`src/design/miu_pkg.sv`:
```
// Constants and types for the interrupt unit of the 8-bit core.
// Assumes a 32-bit classic Wishbone slave port with byte addresses.
package miu_pkg;
   // -----------------------------------------------------------------
   // Register map (byte addresses)
   // -----------------------------------------------------------------
   localparam logic [7:0]  ADR_INTERRUPT_CONFIG = 8'hC8;
   localparam logic [7:0]  ADR_PERIPH_MASK      = 8'hCC;
   localparam logic [7:0]  ADR_EVENT_FLAGS      = 8'hD0;
   localparam logic [7:0]  ADR_PORT_ENABLE      = 8'hD4;
   localparam logic [7:0]  ADR_UNIT_STATUS      = 8'hD8;

   localparam logic [7:0]  CONFIG_RESET         = 8'h00;
   localparam logic [7:0]  CONFIG_ZERO          = 8'h00;
   localparam logic [4:0]  PERIPH_MASK_RESET    = 5'h00;
   localparam logic [23:0] PORT_ENABLE_RESET    = 24'h000000;

   // Field positions in interrupt_config
   localparam int CFG_SRC1_LEVEL_SELECT  = 6;
   localparam int CFG_SRC2_EDGE_POLARITY = 5;
   localparam int CFG_GLOBAL_IRQ_ENABLE  = 4;

   // Field positions in the peripheral mask register
   localparam int PM_TIMER     = 0;
   localparam int PM_CONVERTER = 1;
   localparam int PM_RT_OVF    = 2;
   localparam int PM_RT_CMP    = 3;
   localparam int PM_RT_EDGE   = 4;

   // Port enable byte lanes
   localparam int PE_PORT_A_LSB = 0;
   localparam int PE_PORT_B_LSB = 8;
   localparam int PE_PORT_C_LSB = 16;

   // -----------------------------------------------------------------
   // Vectors in program space
   // -----------------------------------------------------------------
   localparam logic [11:0] VEC_NMI  = 12'hFFC;
   localparam logic [11:0] VEC_SRC1 = 12'hFF6;
   localparam logic [11:0] VEC_SRC2 = 12'hFF4;
   localparam logic [11:0] VEC_SRC3 = 12'hFF2;
   localparam logic [11:0] VEC_SRC4 = 12'hFF0;

   // Bus answer: ack rises after one more wait state than this value
   localparam logic [1:0]  ACK_WAIT = 2'h2;

   typedef enum logic [1:0] {
      MODE_NORMAL,
      MODE_IRQ,
      MODE_NMI
   } miu_mode_type;
endpackage : miu_pkg

```
`src/design/miu_interrupt_unit.sv`:
```
// Interrupt unit: one non-maskable and four maskable sources, config
// registers on classic Wishbone, entry/return handshake with the core.
// Assumes the core pulses instr_done after each instruction and follows
// irq_entry by pushing its PC and jumping to vector_addr.
//
// Operation
// - One non-maskable source plus four maskable sources, each with own vector.
// - Accepted request loads PC with its vector entry address.
// - Several events OR into one source; per-event flags stay readable.
// - NMI preempts normal code and maskable routines; maskable never preempts maskable.
// - Pending maskable requests served in fixed order, source 1 first.
// - Vectors NMI FFCh, src1 FF6h, src2 FF4h, src3 FF2h, src4 FF0h.
// - Global enable bit 4 gates maskable sources; NMI entry never gated.
// - With global enable clear no source wakes the core.
// - NMI captured in a flip-flop, cleared as its routine begins.
// - Source 1 level (low) when bit 6 set, else falling edge.
// - Source 2 edge; rising when bit 5 set, else falling.
// - Sources 3 and 4 are level only.
// - Edge latch set on edge, cleared on entry; extra edges collapse.
// - Level requests not stored; sampled after each instruction.
// - Lines tested after every instruction; request replaces next one.
// - Entry switches flags, pushes PC, inhibits maskable, clears latch, vectors.
// - Separate flag sets for normal, interrupt and NMI modes.
// - Return restores previous flag set and pops PC.
// - Request in first 3 cycles of zero config write keeps normal flags; an NMI entry there still selects the NMI flags.
// - Config at C8h write-only, whole byte only, reset 00h, bits 7,3-0 unused.
// - Timer/converter to vector 4, reload timer to 3, ports A/B 1, C 2.
// - Each event needs its own mask bit besides the global enable.
// - Wait/stop not entered while an enabled request is pending.
//
// The Wishbone register port was left to the implementer.
`timescale 1ns/10ps
module miu_interrupt_unit
   import miu_pkg::*;
#(
   parameter int PORT_W = 8
) (
   input  wire logic              mclk,
   input  wire logic              reset_n,
   // Wishbone slave
   input  wire logic              wb_cyc_i,
   input  wire logic              wb_stb_i,
   input  wire logic              wb_we_i,
   input  wire logic [7:0]        wb_adr_i,
   input  wire logic [3:0]        wb_sel_i,
   input  wire logic [31:0]       wb_dat_i,
   output logic      [31:0]       wb_dat_o,
   output logic                   wb_ack_o,
   // Pins (asynchronous)
   input  wire logic              nmi_pin_n,
   input  wire logic [PORT_W-1:0] port_a_pins,
   input  wire logic [PORT_W-1:0] port_b_pins,
   input  wire logic [PORT_W-1:0] port_c_pins,
   // Peripheral event flags (same clock)
   input  wire logic              timer_overflow_flag,
   input  wire logic              converter_done_flag,
   input  wire logic              reload_timer_overflow_flag,
   input  wire logic              reload_timer_compare_flag,
   input  wire logic              reload_timer_edge_flag,
   // Core sequencer
   input  wire logic              instr_done,
   input  wire logic              return_from_irq_instr,
   input  wire logic              sleep_instr,
   output logic                   irq_entry,
   output logic      [11:0]       vector_addr,
   output miu_mode_type           core_mode,
   output miu_mode_type           flag_bank,
   output logic                   low_power,
   output logic                   wake_up
);

   // ----------------------------------------------------------------
   // Registers and pin synchronisers
   // ----------------------------------------------------------------
   logic [7:0]        interrupt_config;
   logic [4:0]        periph_mask;
   logic [23:0]       port_enable;
   logic [1:0]        acc_cnt;
   logic [2:0]        nmi_sync;
   logic [PORT_W-1:0] pa_meta, pa_sync, pb_meta, pb_sync, pc_meta, pc_sync;
   logic              src1_prev, src2_prev;
   logic              nmi_latch, src1_latch, src2_latch;
   miu_mode_type      nmi_ret_mode, nmi_ret_bank;
   logic              wr_hit;

   logic global_irq_enable, src1_level_select, src2_edge_polarity;
   assign global_irq_enable  = interrupt_config[CFG_GLOBAL_IRQ_ENABLE];
   assign src1_level_select  = interrupt_config[CFG_SRC1_LEVEL_SELECT];
   assign src2_edge_polarity = interrupt_config[CFG_SRC2_EDGE_POLARITY];

   // Any enabled pin of the group held low
   function automatic logic any_low(input logic [PORT_W-1:0] pins,
                                    input logic [PORT_W-1:0] en);
      any_low = |(~pins & en);
   endfunction : any_low

   always_ff @(posedge mclk or negedge reset_n) begin
      if (!reset_n) begin
         // Idle pin level, so no pin looks low right after reset
         pa_meta  <= '1;
         pa_sync  <= '1;
         pb_meta  <= '1;
         pb_sync  <= '1;
         pc_meta  <= '1;
         pc_sync  <= '1;
         nmi_sync <= 3'h7;
      end else begin
         pa_meta  <= port_a_pins;
         pa_sync  <= pa_meta;
         pb_meta  <= port_b_pins;
         pb_sync  <= pb_meta;
         pc_meta  <= port_c_pins;
         pc_sync  <= pc_meta;
         nmi_sync <= {nmi_sync[1:0], nmi_pin_n};
      end
   end

   // ----------------------------------------------------------------
   // Source lines
   // ----------------------------------------------------------------
   logic src1_active, src2_line, src3_req, src4_req;
   logic src1_fall, src2_edge, nmi_fall;
   logic [4:1] req;

   // Ports A and B share source 1, port C alone drives source 2
   assign src1_active = any_low(pa_sync, port_enable[PE_PORT_A_LSB +: PORT_W])
                      | any_low(pb_sync, port_enable[PE_PORT_B_LSB +: PORT_W]);
   assign src2_line   = ~any_low(pc_sync, port_enable[PE_PORT_C_LSB +: PORT_W]);
   assign src3_req = (reload_timer_overflow_flag & periph_mask[PM_RT_OVF])
                   | (reload_timer_compare_flag  & periph_mask[PM_RT_CMP])
                   | (reload_timer_edge_flag     & periph_mask[PM_RT_EDGE]);
   assign src4_req = (timer_overflow_flag & periph_mask[PM_TIMER])
                   | (converter_done_flag & periph_mask[PM_CONVERTER]);

   assign src1_fall = src1_active & ~src1_prev;
   assign src2_edge = src2_edge_polarity ? (src2_line & ~src2_prev)
                                         : (~src2_line & src2_prev);
   assign nmi_fall  = ~nmi_sync[1] & nmi_sync[2];

   // Level sources are looked at only now, never stored
   assign req[1] = src1_level_select ? src1_active : src1_latch;
   assign req[2] = src2_latch;
   assign req[3] = src3_req;
   assign req[4] = src4_req;

   always_ff @(posedge mclk or negedge reset_n) begin
      if (!reset_n) begin
         src1_prev <= 1'b0;
         src2_prev <= 1'b1;
      end else begin
         src1_prev <= src1_active;
         src2_prev <= src2_line;
      end
   end

   // ----------------------------------------------------------------
   // Entry decision
   // ----------------------------------------------------------------
   logic       take_nmi, take_mask, take_any, anomaly_win;
   logic [4:1] grant;
   logic [11:0] next_vector;

   assign take_nmi  = nmi_latch & (core_mode != MODE_NMI);
   assign take_mask = (core_mode == MODE_NORMAL) & global_irq_enable & (|req);
   assign take_any  = take_nmi | take_mask;

   // Config write of zero still in its first three cycles
   assign anomaly_win = wb_cyc_i & wb_stb_i & wb_we_i & ~wb_ack_o & wb_sel_i[0]
                      & (wb_adr_i == ADR_INTERRUPT_CONFIG)
                      & (wb_dat_i[7:0] == CONFIG_ZERO);

   always_comb begin
      grant       = 4'h0;
      next_vector = VEC_NMI;
      if (take_nmi) begin
         next_vector = VEC_NMI;
      end else if (req[1]) begin
         grant[1]    = 1'b1;
         next_vector = VEC_SRC1;
      end else if (req[2]) begin
         grant[2]    = 1'b1;
         next_vector = VEC_SRC2;
      end else if (req[3]) begin
         grant[3]    = 1'b1;
         next_vector = VEC_SRC3;
      end else if (req[4]) begin
         grant[4]    = 1'b1;
         next_vector = VEC_SRC4;
      end
   end

   logic entering;
   assign entering = instr_done & take_any;

   always_ff @(posedge mclk or negedge reset_n) begin
      if (!reset_n) begin
         irq_entry   <= 1'b0;
         vector_addr <= VEC_NMI;
      end else begin
         irq_entry <= entering;
         if (entering) begin
            vector_addr <= next_vector;
         end
      end
   end

   // ----------------------------------------------------------------
   // Request latches; a new edge beats the clear of the same cycle
   // ----------------------------------------------------------------
   always_ff @(posedge mclk or negedge reset_n) begin
      if (!reset_n) begin
         nmi_latch  <= 1'b0;
         src1_latch <= 1'b0;
         src2_latch <= 1'b0;
      end else begin
         if (nmi_fall) begin
            nmi_latch <= 1'b1;
         end else if (entering && take_nmi) begin
            nmi_latch <= 1'b0;
         end
         if (src1_fall && !src1_level_select) begin
            src1_latch <= 1'b1;
         end else if (entering && !take_nmi && grant[1]) begin
            src1_latch <= 1'b0;
         end
         if (src2_edge) begin
            src2_latch <= 1'b1;
         end else if (entering && !take_nmi && grant[2]) begin
            src2_latch <= 1'b0;
         end
      end
   end

   // ----------------------------------------------------------------
   // Mode and flag bank
   // ----------------------------------------------------------------
   always_ff @(posedge mclk or negedge reset_n) begin
      if (!reset_n) begin
         core_mode    <= MODE_NORMAL;
         flag_bank    <= MODE_NORMAL;
         nmi_ret_mode <= MODE_NORMAL;
         nmi_ret_bank <= MODE_NORMAL;
      end else if (entering && take_nmi) begin
         nmi_ret_mode <= core_mode;
         nmi_ret_bank <= flag_bank;
         core_mode    <= MODE_NMI;
         flag_bank    <= MODE_NMI;
      end else if (entering) begin
         core_mode <= MODE_IRQ;
         // Known quirk: zero write to config races the bank switch
         if (!anomaly_win) begin
            flag_bank <= MODE_IRQ;
         end
      end else if (return_from_irq_instr) begin
         if (core_mode == MODE_NMI) begin
            core_mode <= nmi_ret_mode;
            flag_bank <= nmi_ret_bank;
         end else begin
            core_mode <= MODE_NORMAL;
            flag_bank <= MODE_NORMAL;
         end
      end
   end

   // ----------------------------------------------------------------
   // Wait / stop
   // ----------------------------------------------------------------
   logic pending, wake_req;
   assign pending  = nmi_latch | (global_irq_enable & (|req));
   assign wake_req = global_irq_enable & (nmi_latch | (|req));

   always_ff @(posedge mclk or negedge reset_n) begin
      if (!reset_n) begin
         low_power <= 1'b0;
         wake_up   <= 1'b0;
      end else begin
         wake_up <= low_power & wake_req;
         if (low_power && wake_req) begin
            low_power <= 1'b0;
         end else if (sleep_instr && !pending) begin
            low_power <= 1'b1;
         end
      end
   end

   // ----------------------------------------------------------------
   // Wishbone slave; every access answers after ACK_WAIT+1 wait states
   // ----------------------------------------------------------------
   logic bus_req;
   assign bus_req = wb_cyc_i & wb_stb_i;
   assign wr_hit  = bus_req & wb_we_i & wb_ack_o;

   always_ff @(posedge mclk or negedge reset_n) begin
      if (!reset_n) begin
         acc_cnt  <= 2'h0;
         wb_ack_o <= 1'b0;
      end else if (wb_ack_o || !bus_req) begin
         acc_cnt  <= 2'h0;
         wb_ack_o <= 1'b0;
      end else if (acc_cnt == ACK_WAIT) begin
         wb_ack_o <= 1'b1;
      end else begin
         acc_cnt <= acc_cnt + 2'h1;
      end
   end

   always_ff @(posedge mclk or negedge reset_n) begin
      if (!reset_n) begin
         interrupt_config <= CONFIG_RESET;
         periph_mask      <= PERIPH_MASK_RESET;
         port_enable      <= PORT_ENABLE_RESET;
      end else if (wr_hit) begin
         // Whole-byte writes only; unused bits never stored
         if (wb_adr_i == ADR_INTERRUPT_CONFIG && wb_sel_i[0]) begin
            interrupt_config <= wb_dat_i[7:0] & 8'h70;
         end else if (wb_adr_i == ADR_PERIPH_MASK && wb_sel_i[0]) begin
            periph_mask <= wb_dat_i[4:0];
         end else if (wb_adr_i == ADR_PORT_ENABLE) begin
            for (int i = 0; i < 3; i++) begin
               if (wb_sel_i[i]) begin
                  port_enable[i*8 +: 8] <= wb_dat_i[i*8 +: 8];
               end
            end
         end
      end
   end

   logic [7:0] event_flags, unit_status;
   assign event_flags = {any_low(pc_sync, {PORT_W{1'b1}}),
                         any_low(pb_sync, {PORT_W{1'b1}}),
                         any_low(pa_sync, {PORT_W{1'b1}}),
                         reload_timer_edge_flag, reload_timer_compare_flag,
                         reload_timer_overflow_flag, converter_done_flag,
                         timer_overflow_flag};
   assign unit_status = {low_power, src2_latch, src1_latch, nmi_latch,
                         flag_bank, core_mode};

   always_ff @(posedge mclk or negedge reset_n) begin
      if (!reset_n) begin
         wb_dat_o <= 32'h00000000;
      end else if (bus_req && !wb_we_i && acc_cnt == ACK_WAIT && !wb_ack_o) begin
         // Config is write-only and reads back zero
         if (wb_adr_i == ADR_PERIPH_MASK) begin
            wb_dat_o <= {27'h0, periph_mask};
         end else if (wb_adr_i == ADR_EVENT_FLAGS) begin
            wb_dat_o <= {24'h000000, event_flags};
         end else if (wb_adr_i == ADR_PORT_ENABLE) begin
            wb_dat_o <= {8'h00, port_enable};
         end else if (wb_adr_i == ADR_UNIT_STATUS) begin
            wb_dat_o <= {24'h000000, unit_status};
         end else begin
            wb_dat_o <= 32'h00000000;
         end
      end
   end

   // ----------------------------------------------------------------
   // Assertions
   // ----------------------------------------------------------------
   property p_nmi_taken;
      @(posedge mclk) disable iff (!reset_n)
      instr_done && nmi_latch && core_mode != MODE_NMI
         |=> irq_entry && vector_addr == VEC_NMI && core_mode == MODE_NMI;
   endproperty
   a_nmi_taken: assert property (p_nmi_taken)
      else $error("NMI not taken with its vector");

   property p_no_mask_nest;
      @(posedge mclk) disable iff (!reset_n)
      instr_done && core_mode == MODE_IRQ && !nmi_latch |=> !irq_entry;
   endproperty
   a_no_mask_nest: assert property (p_no_mask_nest)
      else $error("maskable request nested in maskable routine");

   property p_global_block;
      @(posedge mclk) disable iff (!reset_n)
      instr_done && !global_irq_enable && !nmi_latch |=> !irq_entry;
   endproperty
   a_global_block: assert property (p_global_block)
      else $error("maskable entry with global enable clear");

   property p_prio_src1;
      @(posedge mclk) disable iff (!reset_n)
      instr_done && core_mode == MODE_NORMAL && global_irq_enable && !nmi_latch && req[1]
         |=> irq_entry && vector_addr == VEC_SRC1;
   endproperty
   a_prio_src1: assert property (p_prio_src1)
      else $error("source 1 not first");

   property p_nmi_clear;
      @(posedge mclk) disable iff (!reset_n)
      instr_done && take_nmi && !nmi_fall |=> !nmi_latch;
   endproperty
   a_nmi_clear: assert property (p_nmi_clear)
      else $error("NMI latch not cleared on entry");

   property p_no_wake;
      @(posedge mclk) disable iff (!reset_n)
      !global_irq_enable |=> !wake_up;
   endproperty
   a_no_wake: assert property (p_no_wake)
      else $error("wake-up with global enable clear");

   property p_sleep_refused;
      @(posedge mclk) disable iff (!reset_n)
      sleep_instr && !low_power && pending |=> !low_power;
   endproperty
   a_sleep_refused: assert property (p_sleep_refused)
      else $error("low power entered with request pending");

   property p_return;
      @(posedge mclk) disable iff (!reset_n)
      return_from_irq_instr && !entering && core_mode == MODE_IRQ
         |=> core_mode == MODE_NORMAL && flag_bank == MODE_NORMAL;
   endproperty
   a_return: assert property (p_return)
      else $error("return did not restore normal flags");

   property p_entry_pulse;
      @(posedge mclk) disable iff (!reset_n)
      irq_entry |=> !irq_entry;
   endproperty
   a_entry_pulse: assert property (p_entry_pulse)
      else $error("entry pulse longer than one cycle");

   property p_bank_switch;
      @(posedge mclk) disable iff (!reset_n)
      entering && !take_nmi && !anomaly_win |=> flag_bank == MODE_IRQ;
   endproperty
   a_bank_switch: assert property (p_bank_switch)
      else $error("interrupt flag bank not selected");

endmodule : miu_interrupt_unit

```
`config.mk`:
```
export PLATFORM = sky130hd
export DESIGN_NAME = miu_interrupt_unit
export DESIGN_NICKNAME = d
export VERILOG_FILES = /design/src/design/miu_pkg.sv /design/src/design/miu_interrupt_unit.sv
export SDC_FILE = /design/constraint.sdc
export NUM_CORES = 1
export LEC_CHECK = 0
export BUFFER_PORTS_ARGS = -buffer_cell sky130_fd_sc_hd__buf_4
export CAP_MARGIN = 5
export CORE_UTILIZATION = 52
export DETAILED_ROUTE_END_ITERATION = 8
export PLACE_DENSITY = 0.76
export SLEW_MARGIN = 25
export SYNTH_ARGS = -nofsm -noshare
export SYNTH_HDL_FRONTEND = slang
export SYNTH_SLANG_ARGS = --single-unit
```
`constraint.sdc`:
```
create_clock -name mclk -period 2.7 [get_ports mclk]
set_input_delay 0.27 -clock mclk [delete_from_list [all_inputs] [get_ports mclk]]
set_output_delay 0.27 -clock mclk [all_outputs]
set_load 0.005 [all_outputs]
```
# ---- Word level (Yosys, flattened, before mapping)
# Cells that the tools add are included.
dict set report word_totals {
  ff_bits 146
  input_bits 82
  output_inout_bits 52
  word_cells 158
}
dict set report classes {
  addsub 1
  eq_ne 10
  n_mux 36
  n_bitwise 43
  reduce_logical 40
}
# cell n
set op_table {}
lappend op_table {{24-bit 2-to-1 mux} 3}
lappend op_table {{8-bit OR reduction} 6}
lappend op_table {{8-bit == test, second input constant} 5}
lappend op_table {{8-bit bitwise AND} 3}
lappend op_table {{2-bit 2-to-1 mux} 12}
lappend op_table {{8-bit NOT} 3}
lappend op_table {{1-bit bitwise AND} 23}
lappend op_table {{4-bit 2-to-1 mux} 5}
lappend op_table {{1-bit 2-to-1 mux} 15}
lappend op_table {{5-bit AND reduction} 3}
lappend op_table {{1-bit logical AND} 12}
lappend op_table {{2-bit nonzero test} 5}
lappend op_table {{8-bit zero test} 1}
lappend op_table {{8-bit 2-to-1 mux} 1}
lappend op_table {{1-bit NOT} 7}
lappend op_table {{1-bit bitwise OR} 7}
lappend op_table {{1-bit zero test} 6}
lappend op_table {{2-bit == test, second input constant} 2}
lappend op_table {{2-bit != test, second input constant} 2}
lappend op_table {{2-bit AND reduction} 2}
lappend op_table {{4-bit OR reduction} 1}
lappend op_table {{3-bit by 2-bit != test with 1-bit output, second input constant} 1}
lappend op_table {{3-bit AND reduction} 1}
lappend op_table {{3-bit nonzero test} 1}
lappend op_table {{3 further kinds} 3}

# ---- Depth between registers and ports, before layout
# Gate-level depths: netlist of the first run.
dict set report depth {
  ltp_word 13
  depth_mapped 9
  depth_no_buf 7
}

# ---- Worst setup path after synthesis of the first run
# Ideal clock, no wire load.
dict set report synth_timing {
  path_type {register to register}
  startpoint {register pa_sync[4]}
  endpoint {register flag_bank[1]}
  setup_time_ps 124
  arrival_ps 1996
  required_ps 2576
  setup_slack_ps 580
  stages_incl_launch_ff 8
  path_buffers 0
  period_less_slack_ps 2120
  cell_sequence {dfstp_2 -> nand2b_1 -> o2111ai_1 -> nor4_4 -> a21oi_2 -> o31ai_4 -> mux2_4 -> mux2i_1}
}
dict set report synth_between {
  elab_chain_cells 12
  elab_cells_between_ends 15
  cone_classes {1 x eq/ne; 3 x mux; 6 x bitwise; 5 x reduce/logical}
}
# element line_no
set synth_lines {}
lappend synth_lines {{start, declared} miu_interrupt_unit.sv:80} ;# logic [PORT_W-1:0] pa_meta, pa_sync, pb_meta, pb_sync, pc_meta, pc_sync;
lappend synth_lines {{start signal, assigned} miu_interrupt_unit.sv:109} ;# pa_sync <= pa_meta;
lappend synth_lines {{8-bit NOT *} miu_interrupt_unit.sv:94} ;# any_low = |(~pins & en);
lappend synth_lines {{8-bit bitwise AND *} miu_interrupt_unit.sv:94}
lappend synth_lines {{8-bit OR reduction *} miu_interrupt_unit.sv:94}
lappend synth_lines {{1-bit bitwise OR *} miu_interrupt_unit.sv:127} ;# | any_low(pb_sync, port_enable[PE_PORT_B_LSB +: PORT_W]);
lappend synth_lines {{1-bit 2-to-1 mux *} miu_interrupt_unit.sv:141} ;# assign req[1] = src1_level_select ? src1_active : src1_latch;
lappend synth_lines {{4-bit OR reduction *} miu_interrupt_unit.sv:164} ;# assign take_mask = (core_mode == MODE_NORMAL) & global_irq_enable & (|req);
lappend synth_lines {{1-bit bitwise AND *} miu_interrupt_unit.sv:164}
lappend synth_lines {{1-bit bitwise OR *} miu_interrupt_unit.sv:165} ;# assign take_any = take_nmi | take_mask;
lappend synth_lines {{1-bit bitwise AND *} miu_interrupt_unit.sv:193} ;# assign entering = instr_done & take_any;
lappend synth_lines {{1-bit logical AND} miu_interrupt_unit.sv:243} ;# end else if (entering && take_nmi) begin
lappend synth_lines {{3-bit by 2-bit != test with 1-bit output (no line) / 3-bit nonzero test (equally long branches)} -}
lappend synth_lines {{2-bit AND reduction (no line)} -}
lappend synth_lines {{end signal, assigned} miu_interrupt_unit.sv:257} ;# flag_bank <= nmi_ret_bank;
lappend synth_lines {{end, declared} miu_interrupt_unit.sv:67} ;# output miu_mode_type flag_bank,
# Every way passes the cells marked *; elsewhere a longest branch is shown, timed or not.
# A chain may end at the register's enable or synchronous reset.

# ---- Worst setup path in the final report of the first run
dict set report layout_timing {
  startpoint {register pb_sync[6]}
  endpoint {register flag_bank[0]}
}
dict set report layout_between {
  elab_chain_cells 12
  elab_cells_between_ends 15
  cone_classes {1 x eq/ne; 3 x mux; 6 x bitwise; 5 x reduce/logical}
}
# element line_no
set layout_lines {}
lappend layout_lines {{start, declared} miu_interrupt_unit.sv:80}
lappend layout_lines {{start signal, assigned} miu_interrupt_unit.sv:111} ;# pb_sync <= pb_meta;
lappend layout_lines {{8-bit NOT *} miu_interrupt_unit.sv:94}
lappend layout_lines {{8-bit bitwise AND *} miu_interrupt_unit.sv:94}
lappend layout_lines {{8-bit OR reduction *} miu_interrupt_unit.sv:94}
lappend layout_lines {{1-bit bitwise OR *} miu_interrupt_unit.sv:127}
lappend layout_lines {{1-bit 2-to-1 mux *} miu_interrupt_unit.sv:141}
lappend layout_lines {{4-bit OR reduction *} miu_interrupt_unit.sv:164}
lappend layout_lines {{1-bit bitwise AND *} miu_interrupt_unit.sv:164}
lappend layout_lines {{1-bit bitwise OR *} miu_interrupt_unit.sv:165}
lappend layout_lines {{1-bit bitwise AND *} miu_interrupt_unit.sv:193}
lappend layout_lines {{1-bit logical AND} miu_interrupt_unit.sv:243}
lappend layout_lines {{3-bit by 2-bit != test with 1-bit output (no line) / 3-bit nonzero test (equally long branches)} -}
lappend layout_lines {{2-bit AND reduction (no line)} -}
# Marks and branches as above.

==> out/metrics.cfg, run 1 <==
[worst_setup_path]
r2r_start = pb_sync[6]
required_ps = 3130
crit_slowest_cell = dfstp_2
critPathArrivalTime_ps = 2790
slowest_delay_ps = 530
cp_top_family = compound AO/OA/AOI/OAI gates
end_kind = flip-flop
start_kind = flip-flop
startpoint = pb_sync[6]
critPathBufInv = 0
path_cells = nand2b_1 -> o2111ai_1 -> nor4_4 -> a21oi_2 -> o31ai_4 -> mux2_4 -> a32oi_1
path_max_fanout = 6
path_class = reg2reg

[cells_and_area]
final_net_count = 651
nFillCells = 565
antenna_cells = 0
syn_to_final_growth_pct = 38.2
drive_gt1_frac = 0.411

[global_routing]
busiest_layer = met2
grt_antenna_before_repair = 0
use_met3 = 0.0620
grt_pass1_wl_um = 18600
met1_usage = 0.317
grt_pass1_vias = 3738
grt_max_degree = 62
met2_usage = 0.401
grt_overflow = 0
grtUsageTotal = 0.250

[logic_synthesis]
synth-seq-cells = 129
synth_cells = 406
syn_area_mm2 = 0.00504
ys.flop_type = dfrtp_1
synthTopCellsByArea = dfrtp_1 (37%), dfstp_2 (28%), mux2_2 (7.2%), nand2_1 (4.2%), buf_4 (2.5%)
yosys.area.top_type = dfrtp_1
synth_edf_count = 0
synth_commonest_cells = dfrtp_1 (75), nand2_1 (56), dfstp_2 (54), mux2_2 (32), inv_1 (21)
ys_warn_count = 0
synth_cell_types = 47
synthArstFlopShare = 1.00
seq_area_frac_synth = 0.654
yosysMostFrequentCell = dfrtp_1
synth_top_area_share = 0.373
syn-mean-instance-area_um2 = 12.4

[timing]
max_freq_ghz = 0.423
tns_ps = 0
fin_crit_sh = 0.875
worst_slack_ps = 338
grt_setup_unrepaired = false
tightest_slew_ps = 679
whs_ps = 21.9
period_needed_ps = 2360
setup_violations = 0
maxSlewHeadroom = 0.543
slew_violations = 0
fin_skew_ps = 10.4
final-hold-violation-count = 0

[floorplanning]
die_area_mm2 = 0.0101
initial_core_util = 0.540
core-area_mm2 = 0.00933
dieHeight_um = 100
die_w_um = 100
fp-row-count = 35
pin_count = 134

[cts]
clk_latency_ps = 510
post-cts-setup-buffer-count = 0
cts.sinks = 129
clkTransAtPathRegs_ps = 60
cts_tree = yes
clk_path_buf_depth = 2
hold_buffers = 44
cts_resized = 0
h-tree-depth = 4
cts_buffers = 17
cts_root_buf = clkbuf_8

[pwr]
vdd_drop_max_mv = 0.472
p_sw_frac = 0.238
p_sw_mw = 1.15
pwr-share-seq = 0.452
comb_power_share = 0.095
leakage_nw = 3.28
power_mw = 4.82
p_int_mw = 3.67
clkPwrFrac = 0.453
power_density_mw_per_mm2 = 692

[routing]
vias = 3763
dr.first_iter.drc_count = 213
drcViolationCount = 0
drt-total-wl_um = 11800
ant_nets = 0
wl_per_cell_um = 16.6
first_pass_iters = 5
via_per_inst = 5.30

[run]
cap_viol_max_count = 0

[place]
pre_cts_slack_ps = 367
gp_congestion = 0.866
hpwl_um = 7820
numPortBuffers = 107

[run_status]
outcome = complete, no violations

[min_path]
hold_start = wb_dat_i[2]
hold_path_class = in2reg

## layout by cell type, fill, tap and decap left out, types with 3 or more instances in the layout
cell type | synthesis | routed
a222oi_1 | 6 | 6
nand3_1 | 20 | 20
dfrtp_1 | 75 | 75
dlygate4sd3_1 | 0 | 44
clkbuf_16 | 0 | 16
nand4_1 | 6 | 6
inv_1 | 21 | 21
dfstp_2 | 54 | 54
nor2_1 | 19 | 19
nand2b_1 | 14 | 14
a22oi_1 | 3 | 3
inv_6 | 0 | 4
conb_1 | 2 | 17
o2111ai_1 | 4 | 4
nand2_1 | 56 | 56
o22ai_1 | 6 | 6
mux2_2 | 32 | 32
clkinv_4 | 0 | 4
a21oi_1 | 5 | 5
nor4_1 | 3 | 3
o21ai_0 | 9 | 9
nor2b_1 | 4 | 3
a31oi_1 | 7 | 7
buf_4 | 17 | 110
## power groups by stage
stage | clock network, mW | logic [mW] | registers [mW]
finish | 2.18 | 0.457 | 2.18
global route | 2.31 | 0.501 | 2.19
CTS | 2.22 | 0.458 | 2.18
detailed placement | 0 | 0.406 | 2.21
global placement | 0 | 0.394 | 2.20
floorplan | 0 | 0.173 | 2.18
## through the flow
step	utilization	area [um^2]	std cells
finish	0.746	6960	710
global route	0.746	6960	710
detailed placement	0.638	5950	634
floorplan	-	5090	421
CTS	0.746	6960	710
global placement	0.638	5950	634
## final cells by class
type                            count  area, um^2  area share
Clock buffer                       18         418      0.0600
Clock inverter                     14         154      0.0221
Inverter                           21        78.8      0.0113
Multi-Input combinational cell    243        1550       0.222
Sequential cell                   129        3300       0.473
Tap cell                          129         161      0.0232
Timing Repair Buffer              156        1310       0.188
## path summary, 6_finish.rpt
kind	endpoint	slack, ps	cells past startpoint
worst max-delay path	flag_bank[0]	340	7
worst min-delay path	port_enable[2]	20	2
worst max register to register	flag_bank[0]	340	7
worst min register to register	pa_sync[4]	350	0
max in group asynchronous	pb_sync[7]	1610	3
min in group asynchronous	port_enable[12]	320	2
## state kept, by name (all words and copies together) (netlist names), 5 cells and up
signal,cells
port_enable,24
wb_dat_o,24
pa_meta,8
pa_sync,8
pb_meta,8
pb_sync,8
pc_meta,8
pc_sync,8
periph_mask,5
## logic make-up (layout without fill, tap and decap cells)
kind of cell,Yosys count,after routing,synth area share
and+or+nand+nor,139,139,0.138
muxes,34,34,0.0765
AOI/OAI and AO/OA,51,51,0.0755
adders and majority gates,1,1,0.00248
xor gates and xnor gates,1,1,0.00174
DFF,129,129,0.654
other,2,17,0.00149
buffers and inverters,49,209,0.0502
## per-layer routing
| layer | vias up | wire length (um) |
|---|---|---|
| met5 | - | 0 |
| met4 | 0 | 413 |
| met3 | 36 | 817 |
| met2 | 207 | 5850 |
| met1 | 1815 | 4710 |
| li1 | 1705 | - |
No activity file was read; power rests on OpenSTA's default activity.
==> inputs of run 2 (changes only) <==
- CORE_MARGIN: unset -> 4
- MAX_ROUTING_LAYER: unset -> met4
==> run 2 against run 1 <==
Power rose by 0.65%. Global-route usage fell by 1.1 points. First-iteration DRC count rose by 22%. Utilization fell by 0.067 points. Clock power barely moved. Worst setup slack improved by 53 ps. Clock-buffer cell count did not move. Design area barely moved. Critical path depth did not move. Largest power group is now clock. Maximum frequency rose by 2.3%.
==> out/metrics.cfg, run 2 (synthesis results as in run 1) <==
[run_status]
outcome = complete, no violations

[cells_and_area]
final_common_cell = buf_4
antenna_cells = 0
seq_area_mm2 = 0.00330
nFillCells = 602
final_net_count = 650
drive_gt1_frac = 0.416
syn_to_final_growth_pct = 38.1
multi_input_area_mm2 = 0.00155
final_cell_mix = buf_4 (111), dfrtp_1 (75), nand2_1 (56), dfstp_2 (54), dlygate4sd3_1 (42)
reg_top3 = port_enable x24, wb_dat_o x24

[global_routing]
grt_pass1_vias = 4046
grt_pass1_wl_um = 20200
grt_overflow = 0
grt_max_degree = 70
grtUsageTotal = 0.240
grt_antenna_before_repair = 0

[routing]
vias = 3767
first_pass_iters = 6
via_per_inst = 5.31
drcViolationCount = 0
wl_per_cell_um = 17.4
drt-total-wl_um = 12300
dr.first_iter.drc_count = 259
ant_nets = 0

[timing]
maxSlewHeadroom = 0.430
final-hold-violation-count = 0
tightest_slew_ps = 856
fin_crit_sh = 0.855
period_needed_ps = 2310
grt_setup_unrepaired = false
setup_violations = 0
slew_violations = 0
fin_skew_ps = 9.61
tns_ps = 0
max_freq_ghz = 0.433

[floorplanning]
core-area_mm2 = 0.00933
die_w_um = 106
fp-row-count = 35
pin_count = 134
die_area_mm2 = 0.0113
initial_core_util = 0.540
dieHeight_um = 106

[worst_setup_path]
critPathArrivalTime_ps = 2730
end_kind = flip-flop
path_class = reg2reg
start_kind = flip-flop
required_ps = 3120
path_max_fanout = 6

[cts]
clk_path_buf_depth = 2
h-tree-depth = 4
post-cts-setup-buffer-count = 0
cts.sinks = 129
cts_tree = yes
cts_resized = 0
cts_buffers = 17
clkTransAtPathRegs_ps = 70
cts_root_buf = clkbuf_8
clk_latency_ps = 500

[min_path]
hold_path_class = in2reg

[pwr]
leakage_nw = 3.28
power_density_mw_per_mm2 = 697
vdd_drop_max_mv = 0.504
power_mw = 4.85

[place]
hpwl_um = 8230
numPortBuffers = 107
gp_congestion = 0.836

[run]
cap_viol_max_count = 0

==> run 2: cell count changes in the layout (fill, tap and decap cells not counted) <==
cell	previous run	this run
buf_4	110	111
clkbuf_16	16	17
clkbuf_1	1	0
inv_6	4	7
bufinv_16	2	1
inv_8	0	1
inv_4	1	2
clkinv_2	2	0
clkinv_4	4	1
clkinvlp_4	1	2
dlygate4sd3_1	44	42
==> run 2: path summary, 6_finish.rpt <==
kind,startpoint,endpoint,slack (ps),depth (start not counted)
max in group asynchronous,reset_n,wb_dat_o[10],1460,3
max reg2reg,pa_sync[4],flag_bank[1],390,7
max,pa_sync[4],flag_bank[1],390,7
min,wb_dat_i[8],port_enable[8],20,2
min reg2reg,pb_meta[7],pb_sync[7],350,0
min in group asynchronous,reset_n,port_enable[12],430,2
==> run 2: repair_timing <==
action | in CTS | in global routing
hold endpoints to repair | 75 | 0
endpoints found under the setup margin | 0 | 0
hold buffers | 42 | 0
==> run 2: report_power, final <==
group | total [mW] | switching [mW] | internal [mW]
clock | 2.20 | 0.898 | 1.31
sequential | 2.18 | 0.0955 | 2.09
combinational | 0.462 | 0.208 | 0.254
total | 4.85 | 1.20 | 3.65
==> run 2: through the flow <==
step                      area, um^2  hold slack (ps)  setup WS, ps  cells  utilization
after global routing            6950             1.63           212    709        0.746
after detailed placement        5960              347           383    635        0.638
final                           6950             23.7           391    709        0.746
after floorplan                 5090            -25.6           580    421            -
after global placement          5960              346           411    635        0.638
after CTS                       6950             5.52           366    709        0.746
==> run 2: cell type report <==
type | count | share of cell area
clock buffer | 18 | 0.0632
clock inverter | 14 | 0.0200
inverter | 21 | 0.0113
multi-input combinational | 243 | 0.222
sequential | 129 | 0.474
tap | 129 | 0.0232
timing repair buffer | 155 | 0.186
==> run 2: routing by layer <==
metal / routed length (um) / GRT usage / share of wire
met2: 6330 / 0.400 / 0.51
met5: 0 / - / 0
met4: 328 / 0.0959 / 0.027
met1: 4870 / 0.283 / 0.40
met3: 793 / 0.0565 / 0.064
==> run 2: worst max-delay path: stages, from the launching register on <==
cell,delay (ps)
dfstp_2,530
nand2b_1,100
o2111ai_1,160
nor4_4,410
a21oi_2,180
o31ai_4,330
mux2_4,350
mux2i_1,170
